[src/hw/ipr_pkg.sv]
// Package: register map, field layout and reset values of the priority block
package ipr_pkg;
   localparam int ADDR_W = 4;
   localparam logic [ADDR_W-1:0] OFF_ADC_UART = 4'h0;
   localparam logic [ADDR_W-1:0] OFF_PIN_I2C = 4'h4;
   localparam int PRIO_W = 3;
   localparam int REG_W = 16;
   localparam int LVL_W = 3;
   // Field low-bit positions
   localparam int POS_ADC = 4;
   localparam int POS_UART_TX = 0;
   localparam int POS_PIN_CHANGE = 12;
   localparam int POS_I2C_MASTER = 4;
   localparam int POS_I2C_SLAVE = 0;
   localparam logic [PRIO_W-1:0] PRIO_RESET = 3'h4;
   localparam logic [PRIO_W-1:0] PRIO_OFF = 3'h0;
   localparam logic [PRIO_W-1:0] PRIO_TOP = 3'h7;
   localparam logic [1:0] HTRANS_NONSEQ = 2'h2;
   localparam logic [2:0] HSIZE_WORD = 3'h2;
endpackage

[src/hw/ipr_prio_field.sv]
// One read/write priority field with its enable and level decode
`timescale 1ns/1ps
module ipr_prio_field
(
   input wire logic clk,
   input wire logic rst,
   input wire logic ce,
   input wire logic wrEn,
   input wire logic [ipr_pkg::PRIO_W-1:0] wrData,
   output logic [ipr_pkg::PRIO_W-1:0] prio,
   output logic srcEnabled,
   output logic [ipr_pkg::LVL_W-1:0] level
);
   always_ff @(posedge clk or posedge rst)
   begin
      if (rst)
         prio <= ipr_pkg::PRIO_RESET;
      else if (ce && wrEn)
         prio <= wrData;
   end

   // Code 000 masks the source; other codes are their own level
   assign srcEnabled = (prio != ipr_pkg::PRIO_OFF);
   assign level = prio;

   ////////////////////////////////////////////////////////////////////////////
   field_off_a: assert property (@(posedge clk) disable iff (rst)
      (prio == ipr_pkg::PRIO_OFF) |-> !srcEnabled) else $error("zero code not disabled");
   field_lvl_a: assert property (@(posedge clk) disable iff (rst)
      srcEnabled |-> (level == prio && level != ipr_pkg::PRIO_OFF)) else $error("level mismatch");
   field_wr_a: assert property (@(posedge clk) disable iff (rst)
      (ce && wrEn) |=> (prio == $past(wrData))) else $error("field write lost");
   field_hold_a: assert property (@(posedge clk) disable iff (rst)
      !(ce && wrEn) |=> $stable(prio)) else $error("field changed unwritten");
endmodule

[src/hw/ipr_priority_regs.sv]
// Top: AHB-Lite slave holding the two priority control registers
//
// The register addresses and the AHB-Lite interface to the registers were chosen for this implementation.
`timescale 1ns/1ps
module ipr_priority_regs
(
   input wire logic clk,
   input wire logic rst,
   input wire logic ce,
   input wire logic hsel,
   input wire logic [31:0] haddr,
   input wire logic [1:0] htrans,
   input wire logic hwrite,
   input wire logic [2:0] hsize,
   input wire logic [31:0] hwdata,
   input wire logic hready,
   output logic hreadyout,
   output logic hresp,
   output logic [31:0] hrdata,
   output logic [4:0] srcEnabled,
   output logic [14:0] srcLevel
);
   ////////////////////////////////////////////////////////////////////////////
   // Address phase capture
   logic wrPend;
   logic [ipr_pkg::ADDR_W-1:0] wrAddr;
   logic accept;
   logic [4:0] fieldWr;
   logic [ipr_pkg::PRIO_W-1:0] adcDonePriority;
   logic [ipr_pkg::PRIO_W-1:0] uartTxPriority;
   logic [ipr_pkg::PRIO_W-1:0] pinChangePriority;
   logic [ipr_pkg::PRIO_W-1:0] i2cMasterEventPriority;
   logic [ipr_pkg::PRIO_W-1:0] i2cSlaveEventPriority;
   logic [ipr_pkg::REG_W-1:0] regAdcUart;
   logic [ipr_pkg::REG_W-1:0] regPinI2c;
   logic [ipr_pkg::REG_W-1:0] next_rdata;
   logic [ipr_pkg::PRIO_W-1:0] fieldData [5];

   assign accept = ce && hsel && hready && htrans == ipr_pkg::HTRANS_NONSEQ;
   // Zero-wait and OKAY while enabled; a low ce stalls the bus so no transfer is lost
   assign hreadyout = ce;
   assign hresp = 1'b0;

   always_ff @(posedge clk or posedge rst)
   begin
      if (rst)
      begin
         wrPend <= 1'b0;
         wrAddr <= '0;
      end
      else if (ce)
      begin
         wrPend <= accept && hwrite;
         wrAddr <= haddr[ipr_pkg::ADDR_W-1:0];
      end
   end

   ////////////////////////////////////////////////////////////////////////////
   // Register images; only field bits are stored, the rest are constant zero
   always_comb
   begin
      regAdcUart = '0;
      regAdcUart[ipr_pkg::POS_ADC +: ipr_pkg::PRIO_W] = adcDonePriority;
      regAdcUart[ipr_pkg::POS_UART_TX +: ipr_pkg::PRIO_W] = uartTxPriority;
      regPinI2c = '0;
      regPinI2c[ipr_pkg::POS_PIN_CHANGE +: ipr_pkg::PRIO_W] = pinChangePriority;
      regPinI2c[ipr_pkg::POS_I2C_MASTER +: ipr_pkg::PRIO_W] = i2cMasterEventPriority;
      regPinI2c[ipr_pkg::POS_I2C_SLAVE +: ipr_pkg::PRIO_W] = i2cSlaveEventPriority;
   end

   always_comb
   begin
      fieldWr = '0;
      if (wrPend && wrAddr == ipr_pkg::OFF_ADC_UART)
         fieldWr[1:0] = 2'h3;
      if (wrPend && wrAddr == ipr_pkg::OFF_PIN_I2C)
         fieldWr[4:2] = 3'h7;
   end

   assign fieldData[0] = hwdata[ipr_pkg::POS_ADC +: ipr_pkg::PRIO_W];
   assign fieldData[1] = hwdata[ipr_pkg::POS_UART_TX +: ipr_pkg::PRIO_W];
   assign fieldData[2] = hwdata[ipr_pkg::POS_PIN_CHANGE +: ipr_pkg::PRIO_W];
   assign fieldData[3] = hwdata[ipr_pkg::POS_I2C_MASTER +: ipr_pkg::PRIO_W];
   assign fieldData[4] = hwdata[ipr_pkg::POS_I2C_SLAVE +: ipr_pkg::PRIO_W];

   // One field per source: slot i of srcEnabled and srcLevel belongs to source i
   ipr_prio_field i_ipr_prio_field_adc
   (
      .clk(clk),
      .rst(rst),
      .ce(ce),
      .wrEn(fieldWr[0]),
      .wrData(fieldData[0]),
      .prio(adcDonePriority),
      .srcEnabled(srcEnabled[0]),
      .level(srcLevel[0 +: ipr_pkg::LVL_W])
   );

   ipr_prio_field i_ipr_prio_field_uart_tx
   (
      .clk(clk),
      .rst(rst),
      .ce(ce),
      .wrEn(fieldWr[1]),
      .wrData(fieldData[1]),
      .prio(uartTxPriority),
      .srcEnabled(srcEnabled[1]),
      .level(srcLevel[ipr_pkg::LVL_W +: ipr_pkg::LVL_W])
   );

   ipr_prio_field i_ipr_prio_field_pin_change
   (
      .clk(clk),
      .rst(rst),
      .ce(ce),
      .wrEn(fieldWr[2]),
      .wrData(fieldData[2]),
      .prio(pinChangePriority),
      .srcEnabled(srcEnabled[2]),
      .level(srcLevel[2*ipr_pkg::LVL_W +: ipr_pkg::LVL_W])
   );

   ipr_prio_field i_ipr_prio_field_i2c_master
   (
      .clk(clk),
      .rst(rst),
      .ce(ce),
      .wrEn(fieldWr[3]),
      .wrData(fieldData[3]),
      .prio(i2cMasterEventPriority),
      .srcEnabled(srcEnabled[3]),
      .level(srcLevel[3*ipr_pkg::LVL_W +: ipr_pkg::LVL_W])
   );

   ipr_prio_field i_ipr_prio_field_i2c_slave
   (
      .clk(clk),
      .rst(rst),
      .ce(ce),
      .wrEn(fieldWr[4]),
      .wrData(fieldData[4]),
      .prio(i2cSlaveEventPriority),
      .srcEnabled(srcEnabled[4]),
      .level(srcLevel[4*ipr_pkg::LVL_W +: ipr_pkg::LVL_W])
   );

   ////////////////////////////////////////////////////////////////////////////
   // Read data registered at the end of the address phase; unmapped offsets read zero
   always_comb
   begin
      next_rdata = '0;
      if (haddr[ipr_pkg::ADDR_W-1:0] == ipr_pkg::OFF_ADC_UART)
         next_rdata = regAdcUart;
      else if (haddr[ipr_pkg::ADDR_W-1:0] == ipr_pkg::OFF_PIN_I2C)
         next_rdata = regPinI2c;
   end

   always_ff @(posedge clk or posedge rst)
   begin
      if (rst)
         hrdata <= '0;
      else if (ce && accept && !hwrite)
         hrdata <= {16'h0, next_rdata};
   end

   ////////////////////////////////////////////////////////////////////////////
   reset_value_a: assert property (@(posedge clk) $fell(rst) |->
      (regPinI2c == 16'h4044 && regAdcUart == 16'h0044)) else $error("bad reset");
   unimpl_zero_a: assert property (@(posedge clk) disable iff (rst)
      (regPinI2c & 16'h8f88) == 16'h0 && (regAdcUart & 16'hff88) == 16'h0)
      else $error("unimpl bit");
   upper_zero_a: assert property (@(posedge clk) disable iff (rst)
      hrdata[31:16] == 16'h0) else $error("upper read bits set");
   adc_wr_a: assert property (@(posedge clk) disable iff (rst)
      (ce && wrPend && wrAddr == ipr_pkg::OFF_ADC_UART) |=>
      regAdcUart[6:4] == $past(hwdata[6:4])) else $error("adc field write");
   uart_wr_a: assert property (@(posedge clk) disable iff (rst)
      (ce && wrPend && wrAddr == ipr_pkg::OFF_ADC_UART) |=>
      regAdcUart[2:0] == $past(hwdata[2:0])) else $error("uart field write");
   pin_wr_a: assert property (@(posedge clk) disable iff (rst)
      (ce && wrPend && wrAddr == ipr_pkg::OFF_PIN_I2C) |=>
      regPinI2c[14:12] == $past(hwdata[14:12])) else $error("pin field write");
   master_wr_a: assert property (@(posedge clk) disable iff (rst)
      (ce && wrPend && wrAddr == ipr_pkg::OFF_PIN_I2C) |=>
      regPinI2c[6:4] == $past(hwdata[6:4])) else $error("master field write");
   slave_wr_a: assert property (@(posedge clk) disable iff (rst)
      (ce && wrPend && wrAddr == ipr_pkg::OFF_PIN_I2C) |=>
      regPinI2c[2:0] == $past(hwdata[2:0])) else $error("slave field write");
   adc_read_a: assert property (@(posedge clk) disable iff (rst)
      (ce && accept && !hwrite && haddr[3:0] == ipr_pkg::OFF_ADC_UART && !wrPend) |=>
      hrdata[15:0] == $past(regAdcUart)) else $error("readback reg0 wrong");
   read_back_a: assert property (@(posedge clk) disable iff (rst)
      (ce && accept && !hwrite && haddr[3:0] == ipr_pkg::OFF_PIN_I2C && !wrPend) |=>
      hrdata[15:0] == $past(regPinI2c)) else $error("readback wrong");
   top_level_a: assert property (@(posedge clk) disable iff (rst)
      (i2cMasterEventPriority == ipr_pkg::PRIO_TOP) |-> srcLevel[11:9] == 3'h7)
      else $error("code 7 level");
   off_src_a: assert property (@(posedge clk) disable iff (rst)
      (adcDonePriority == ipr_pkg::PRIO_OFF) |-> !srcEnabled[0]) else $error("off enabled");
   src_enable_a: assert property (@(posedge clk) disable iff (rst)
      srcEnabled == {i2cSlaveEventPriority != ipr_pkg::PRIO_OFF,
      i2cMasterEventPriority != ipr_pkg::PRIO_OFF, pinChangePriority != ipr_pkg::PRIO_OFF,
      uartTxPriority != ipr_pkg::PRIO_OFF, adcDonePriority != ipr_pkg::PRIO_OFF})
      else $error("source enable wrong");
   low_level_a: assert property (@(posedge clk) disable iff (rst)
      (pinChangePriority == 3'h1) |-> (srcLevel[8:6] == 3'h1 && srcEnabled[2]))
      else $error("code 1 level");
   stall_ready_a: assert property (@(posedge clk) disable iff (rst)
      hreadyout == ce) else $error("ready not following ce");
   stall_hold_a: assert property (@(posedge clk) disable iff (rst)
      !ce |=> ($stable(regAdcUart) && $stable(regPinI2c) && $stable(hrdata)))
      else $error("state moved while stalled");
   rdata_hold_a: assert property (@(posedge clk) disable iff (rst)
      !(ce && accept && !hwrite) |=> $stable(hrdata)) else $error("read data moved");
   cov_write_c: cover property (@(posedge clk) ce && wrPend);
   cov_read_c: cover property (@(posedge clk) ce && accept && !hwrite);
   cov_off_c: cover property (@(posedge clk) srcEnabled == 5'h0);
   cov_stall_c: cover property (@(posedge clk) !ce && hsel && htrans == ipr_pkg::HTRANS_NONSEQ);
   cov_top_c: cover property (@(posedge clk) srcLevel == {5{ipr_pkg::PRIO_TOP}});
endmodule

[config.mk]
export PLATFORM = sky130hd
export DESIGN_NAME = ipr_priority_regs
export DESIGN_NICKNAME = d
export VERILOG_FILES = /design/src/hw/ipr_pkg.sv /design/src/hw/ipr_prio_field.sv /design/src/hw/ipr_priority_regs.sv
export SDC_FILE = /design/constraint.sdc
export NUM_CORES = 1
export LEC_CHECK = 0
export ABC_AREA = 1
export BUFFER_PORTS_ARGS = -buffer_cell sky130_fd_sc_hd__buf_4
export CAP_MARGIN = 5
export CORE_MARGIN = 5
export CORE_UTILIZATION = 44
export DETAILED_ROUTE_END_ITERATION = 16
export PLACE_DENSITY = 0.95
export SKIP_CTS_REPAIR_TIMING = 1
export SLEW_MARGIN = 30
export SYNTH_ARGS = -nofsm -noshare
export SYNTH_HDL_FRONTEND = slang
export SYNTH_HIERARCHICAL = 1
export SYNTH_SLANG_ARGS = --single-unit
[constraint.sdc]
create_clock -name clk -period 4.8 [get_ports clk]
set_input_delay 0.72 -clock clk [delete_from_list [all_inputs] [get_ports clk]]
set_output_delay 0.72 -clock clk [all_outputs]
set_load 0.05 [all_outputs]
==> impl_results.md, run 1 <==
- Setup TNS: 0 ps
- Post-synth EDFFs: 0
- Family with the most delay on the worst path: buffers and inverters
- Pin count of the biggest net entering global routing: 31
- Clock-pin slew on the worst setup and hold paths: 60 ps
- Cell count after synthesis: 223
- Top cells by area, synth: dfrtp_1, buf_4, nand2_1
- Die span in x: 73.4 µm
- P_leak: 1.24 nW
- TritonCTS buffer count: 5
- CP arrival: 1280 ps
- Final Skew: 4.67 ps
- Seq. cell area: 732 µm²
- Worst-path maximum fanout: 30
- Bufs and invs on worst path: 2
- Num ports: 129
- Worst path slowest cell: buf_4
- Fin. Hold Viols: 0
- Final period util: 0.418
- Critical path class: input pin to output pin
- Status: finished, final reports clean
- Initial Util: 0.448
- RD Place Congestion: 0.829
- Via/cell ratio: 4.52
- Area of the multi-input gates: 731 µm²
- Layout fillers: 388
- Max incr delay on CP: 300 ps
- ANT nets after route: 0
- Most frequent cells in the layout: nand2_1, buf_4, nand3_1
- Initial antenna violation count: 0
- Total of max-cap violations: 0
- DP Wirelength: 2910 µm
- Row Count: 23
- Most common cell after layout, fill and taps aside: nand2_1
- Post-synth top area share: 0.340
- Vias in the first global route: 1427
- Via total after detailed routing: 1418
- CTS tree: yes
- Drt first pass iters: 4
- Clock sinks: 29
- N_diodes: 0
- Unrepaired setup endpoints after global routing: false
- Worst EP required: 4080 ps
- Share of layout cells above drive strength 1: 0.303
- PortBufs: 50
- Worst Setup Start Kind: input pin
- Core ar.: 3940 µm²
- Post-Syn Area: 1770 µm²
- Sequential-to-total area share from yosys stat: 0.414
- Residual DRC: 0
- Synth Register Bits: 29
- Cells after DPL: 306
- Area Growth Syn to Fin: 18.5%
- Clk Latency, worst-skew pair: 280 ps
- Dominant cell type by count on the critical path: buf_4
- Wire length per cell: 11.7 µm
- Final setup fails: 0
- Total congestion overflow: 0
- Top FF cell, synth: dfrtp_1
- Worst Max-Slew Pin Slew: 575 ps
- Aggregate global-route resource usage: 0.144
- Pre-CTS WS: 2790 ps
- Cell variety after synth: 18
- Final WS setup: 2800 ps
- Final Power: 0.671 mW
- Synth area leader: dfrtp_1
- Finished Layout Cells: 314
- HP Class: input pin to asynchronous set/reset pin
- First-pass GRT wire length: 5960 µm
- Reg2reg path depth: 5
- Final slew viol count: 0
- Asr flop ratio synth: 1.00
- Nature of the critical path endpoint: output pin
- F_max: 499 MHz
- Post-Synthesis Mean Instance Area: 7.93 µm²
- Clock buffer depth: 2
- Hold slack: 346 ps
- NumNets Final: 338
- Pwr dens: 320 nW/µm²
- H-tree levels: 2
- Die area: 5390 µm²
- Root Driver: clkbuf_8
- Final wirelength: 3690 µm
- Crit path time final: 2000 ps
- Worst-path cell chain: buf_4, buf_4
- Slew HR: 0.613
- Max VDD drop: 205 µV
- Starting DRT DRC Count: 72
- Yosys warning count: 6
- DIE HEIGHT: 73.4 µm
- Crit path depth: 2
where the power goes:
group / leakage, nW / internal [mW] / total [mW] / switching, mW
sequential: 0.377 / 0.259 / 0.270 / 0.0114
clock: 0.0542 / 0.129 / 0.216 / 0.0868
combinational: 0.811 / 0.0438 / 0.185 / 0.141
layout make-up:
type | instances | share of cell area
tap | 50 | 0.0299
multi-input combinational | 154 | 0.349
clock buffer | 7 | 0.0460
sequential | 29 | 0.349
inverter | 21 | 0.0376
timing repair buffer | 52 | 0.186
clock inverter | 1 | 0.00239
synth_stat cells (2+ instances only):
| cell type | n |
|---|---|
| dfrtp_1 | 24 |
| o21ai_0 | 4 |
| dfstp_2 | 5 |
| nor4_1 | 2 |
| nor2_1 | 9 |
| inv_1 | 21 |
| nand2_1 | 73 |
| nand2_2 | 5 |
| nor2_8 | 2 |
| buf_4 | 41 |
| nor2_4 | 2 |
| nand2_4 | 2 |
| nand3_1 | 28 |
final timing paths:
| path | start | end | slack, ps |
|---|---|---|---|
| worst max-delay path | ce | hreadyout | 2800 |
| worst max register to register | wrAddr[3] | i_ipr_prio_field_i2c_slave/level[0] | 3230 |
| min in group clk | i_ipr_prio_field_uart_tx/level[2] | i_ipr_prio_field_uart_tx/level[2] | 490 |
| worst min-delay path | rst | i_ipr_prio_field_pin_change/level[0] | 350 |
| worst min register to register | i_ipr_prio_field_uart_tx/level[2] | i_ipr_prio_field_uart_tx/level[2] | 490 |
| max in group asynchronous | rst | wrAddr[3] | 3940 |
sequential cells by signal, indices dropped and copies added (netlist names):
name                               count
i_ipr_prio_field_pin_change/level      3
i_ipr_prio_field_i2c_slave/level       3
i_ipr_prio_field_i2c_master/level      3
wrAddr                                 4
wrPend                                 1
hrdata                                 9
i_ipr_prio_field_uart_tx/level         3
i_ipr_prio_field_adc/level             3
metal layers:
| layer | wire [µm] | part of all wire | vias to the layer above | global-route usage |
|---|---|---|---|---|
| met4 | 63 | 0.017 | 0 | 0.0684 |
| met2 | 1790 | 0.49 | 53 | 0.241 |
| li1 | - | - | 701 | - |
| met5 | 0 | 0 | - | 0 |
| met1 | 1560 | 0.42 | 658 | 0.170 |
| met3 | 271 | 0.074 | 6 | 0.0369 |
kinds of logic after synthesis:
kind of cell / Yosys count / synth area share
other cells: 1 / 0.00212
compound gates: 4 / 0.0113
simple gates: 125 / 0.341
mux: 1 / 0.00637
flops: 29 / 0.414
buf+inv: 63 / 0.225
stage by stage:
step / instance area [µm²] / utilization
5_1_grt: 2100 / 0.532
6_report: 2100 / 0.532
2_1_floorplan: 1850 / -
3_3_place_gp: 1990 / 0.506
4_1_cts: 2100 / 0.532
3_5_place_dp: 1990 / 0.506
Power figures use the tool's default switching activity.
==> inputs of run 2 (changes only) <==
CORE_UTILIZATION = 37   (was 44)
PLACE_DENSITY = 0.87   (was 0.95)
clock period = 1.8 ns   (was 4.8 ns; I/O delays follow)
==> impl_results.md, run 2 (same netlist as run 1, synthesis figures left out) <==
- Setup TNS: 0 ps (unchanged)
- Net Sw Power: 0.635 mW (+160%)
- Worst-path cell chain: inv_1, nand2_1, buf_4
- Via total after detailed routing: 1395 (-1.6%)
- Fin. Hold Viols: 0 (unchanged)
- Nature of the critical path endpoint: output pin
- Unrepaired setup endpoints after global routing: false
- N_diodes: 0 (unchanged)
- Die area: 6260 µm² (+16%)
- Die span in x: 79.1 µm (+7.8%)
- Total of max-cap violations: 0 (unchanged)
- Area Growth Syn to Fin: 20.2%
- Bufs and invs on worst path: 2 (unchanged)
- P_leak: 1.26 nW (+1.2%)
- H-tree levels: 2 (unchanged)
- Reg with most FFs: hrdata
- Pwr dens: 842 nW/µm² (+160%)
- Reg2Reg Capture Point: i_ipr_prio_field_i2c_slave/level[1]
- Num ports: 129 (unchanged)
- Drt first pass iters: 4 (unchanged)
- Worst path slowest cell: dfstp_2
- Total congestion overflow: 0 (unchanged)
- First-pass GRT wire length: 5930 µm (-0.57%)
- Max FFs per register: 9 (unchanged)
- Hold wc startpoint: hwdata[13]
- Slew HR: 0.660 (+0.0467)
- Family with the most delay on the worst path: flip-flops
- Final core utilization: 0.453 (-0.0785)
- Biggest regs: hrdata (9), wrAddr (4)
- Clock buffer depth: 2 (unchanged)
- Layout fillers: 463 (+19%)
- Share of layout cells above drive strength 1: 0.307 (+0.00409)
- Aggregate global-route resource usage: 0.121 (-0.0222)
- Final wirelength: 3670 µm (-0.43%)
- Initial Util: 0.377 (-0.0716)
- Via/cell ratio: 4.35 (-3.8%)
- Max VDD drop: 345 µV (+68%)
- Residual DRC: 0 (unchanged)
- NumNets Final: 341 (+0.89%)
- ANT nets after route: 0 (unchanged)
- Worst EP required: 1530 ps (-2550 ps)
- RR Startpoint: wrAddr[3]
- Sequential share of power: 0.403 (about the same)
- Most common cell after layout, fill and taps aside: nand2_1
- Worst reg-to-reg setup slack: 470 ps (-2760 ps)
- Pin count of the biggest net entering global routing: 22 (-29%)
- Worst Max-Slew Pin Slew: 509 ps (-65.8 ps)
- Worst Setup Start Kind: flip-flop
- Sw Ratio: 0.355 (-0.00216)
- Core ar.: 4690 µm² (+19%)
- Most frequent cells in the layout: nand2_1, buf_4, nand3_1
- Cell Int Power: 1.15 mW (+170%)
- Reg2reg path depth: 5 (unchanged)
- Initial antenna violation count: 0 (unchanged)
- HP Class: input pin to flip-flop
- Wire length per cell: 11.4 µm (-2.6%)
- DIE HEIGHT: 79.1 µm (+7.8%)
- Hold slack: 215 ps (-131 ps)
- Final Skew: 2.79 ps (-1.88 ps)
- RD Place Congestion: 0.795 (-4.1%)
- DP Wirelength: 3050 µm (+4.9%)
- CP arrival: 1130 ps (-150 ps)
- Row Count: 25 (+8.7%)
- Worst-path maximum fanout: 4 (-87%)
- Clock-pin slew on the worst setup and hold paths: 60 ps (about the same)
- Critical path class: flip-flop to output pin
- Clk Latency, worst-skew pair: 270 ps (about the same)
- Cells after DPL: 312 (+2.0%)
- Status: finished, final reports clean
- F_max: 713 MHz
- CTS tree: yes
- Clock sinks: 29 (unchanged)
- Final setup fails: 0 (unchanged)
- PortBufs: 50 (unchanged)
- Comb power frac: 0.278 (+0.002)
- Final instance area: 2130 µm² (+1.4%)
- WHS Endpoint: i_ipr_prio_field_pin_change/level[1]
- Crit path time final: 1400 ps
- Finished Layout Cells: 321 (+2.2%)
- Vias in the first global route: 1363 (-4.5%)
- Cells on Worst Hold Path: 3
- Max incr delay on CP: 560 ps (+260 ps)
- Root Driver: clkbuf_8
- Placed Instance Area: 2010 µm² (+1.0%)
- TritonCTS buffer count: 5 (unchanged)
- Final period util: 0.779
- Clock share of power: 0.319 (-0.003)
- Final slew viol count: 0 (unchanged)
- Starting DRT DRC Count: 49 (-32%)
## run 2: cell count changes in the layout (fill, tap and decap cells not counted), sizes merged
cell / before / now
buf: 52 / 54
dlygate4sd3: 0 / 1
## run 2: power by group through the flow
| stage | clock network [mW] | registers [mW] | logic, mW |
|---|---|---|---|
| final | 0.571 | 0.721 | 0.497 |
| after global routing | 0.617 | 0.726 | 0.526 |
| after CTS | 0.588 | 0.722 | 0.498 |
| after detailed placement | 0 | 0.733 | 0.497 |
| after global placement | 0 | 0.731 | 0.490 |
| after floorplan | 0 | 0.808 | 0.347 |
## run 2: area by class of cell
cell class                 instances  area (µm²)  share of cell area
tap                               54        67.6              0.0318
inverter                          21        78.8              0.0371
clock inverter                     1        5.00             0.00235
sequential                        29         732               0.344
clock buffer                       7        96.3              0.0453
multi-input combinational        154         731               0.344
timing repair buffer              55         415               0.195
## run 2: worst min-delay path, delay by kind of cell
kind	cells	cell delay, ps
and+or+nand+nor	2	110
buffers and inverters	1	80
## run 2: metal layers
layer  up-vias  track usage  part of all wire
met1       630        0.152              0.43
met3         4       0.0385             0.081
met5         -            0                 0
met4         0       0.0464             0.011
met2        52        0.195              0.48
li1        709            -                 -
## run 2: how the worst max path moves through the flow
stage / start / endpoint / slack [ps] / cells after the start
final: i_ipr_prio_field_pin_change/level[2] / srcEnabled[2] / 400 / 3
after global routing: i_ipr_prio_field_uart_tx/level[2] / srcEnabled[1] / 340 / 3
after CTS: i_ipr_prio_field_pin_change/level[2] / srcEnabled[2] / 390 / 3
after detailed placement: wrAddr[3] / i_ipr_prio_field_i2c_slave/level[1] / 490 / 5
after global placement: wrAddr[3] / i_ipr_prio_field_i2c_slave/level[1] / 510 / 5
after floorplan: wrAddr[3] / i_ipr_prio_field_adc/level[0] / 230 / 4
## run 2: per-stage QoR
| step | worst slack [ps] | total power [mW] |
|---|---|---|
| floorplan | 235 | 1.16 |
| global placement | 505 | 1.22 |
| detailed placement | 485 | 1.23 |
| CTS | 385 | 1.81 |
| global route | 341 | 1.87 |
| finish | 397 | 1.79 |
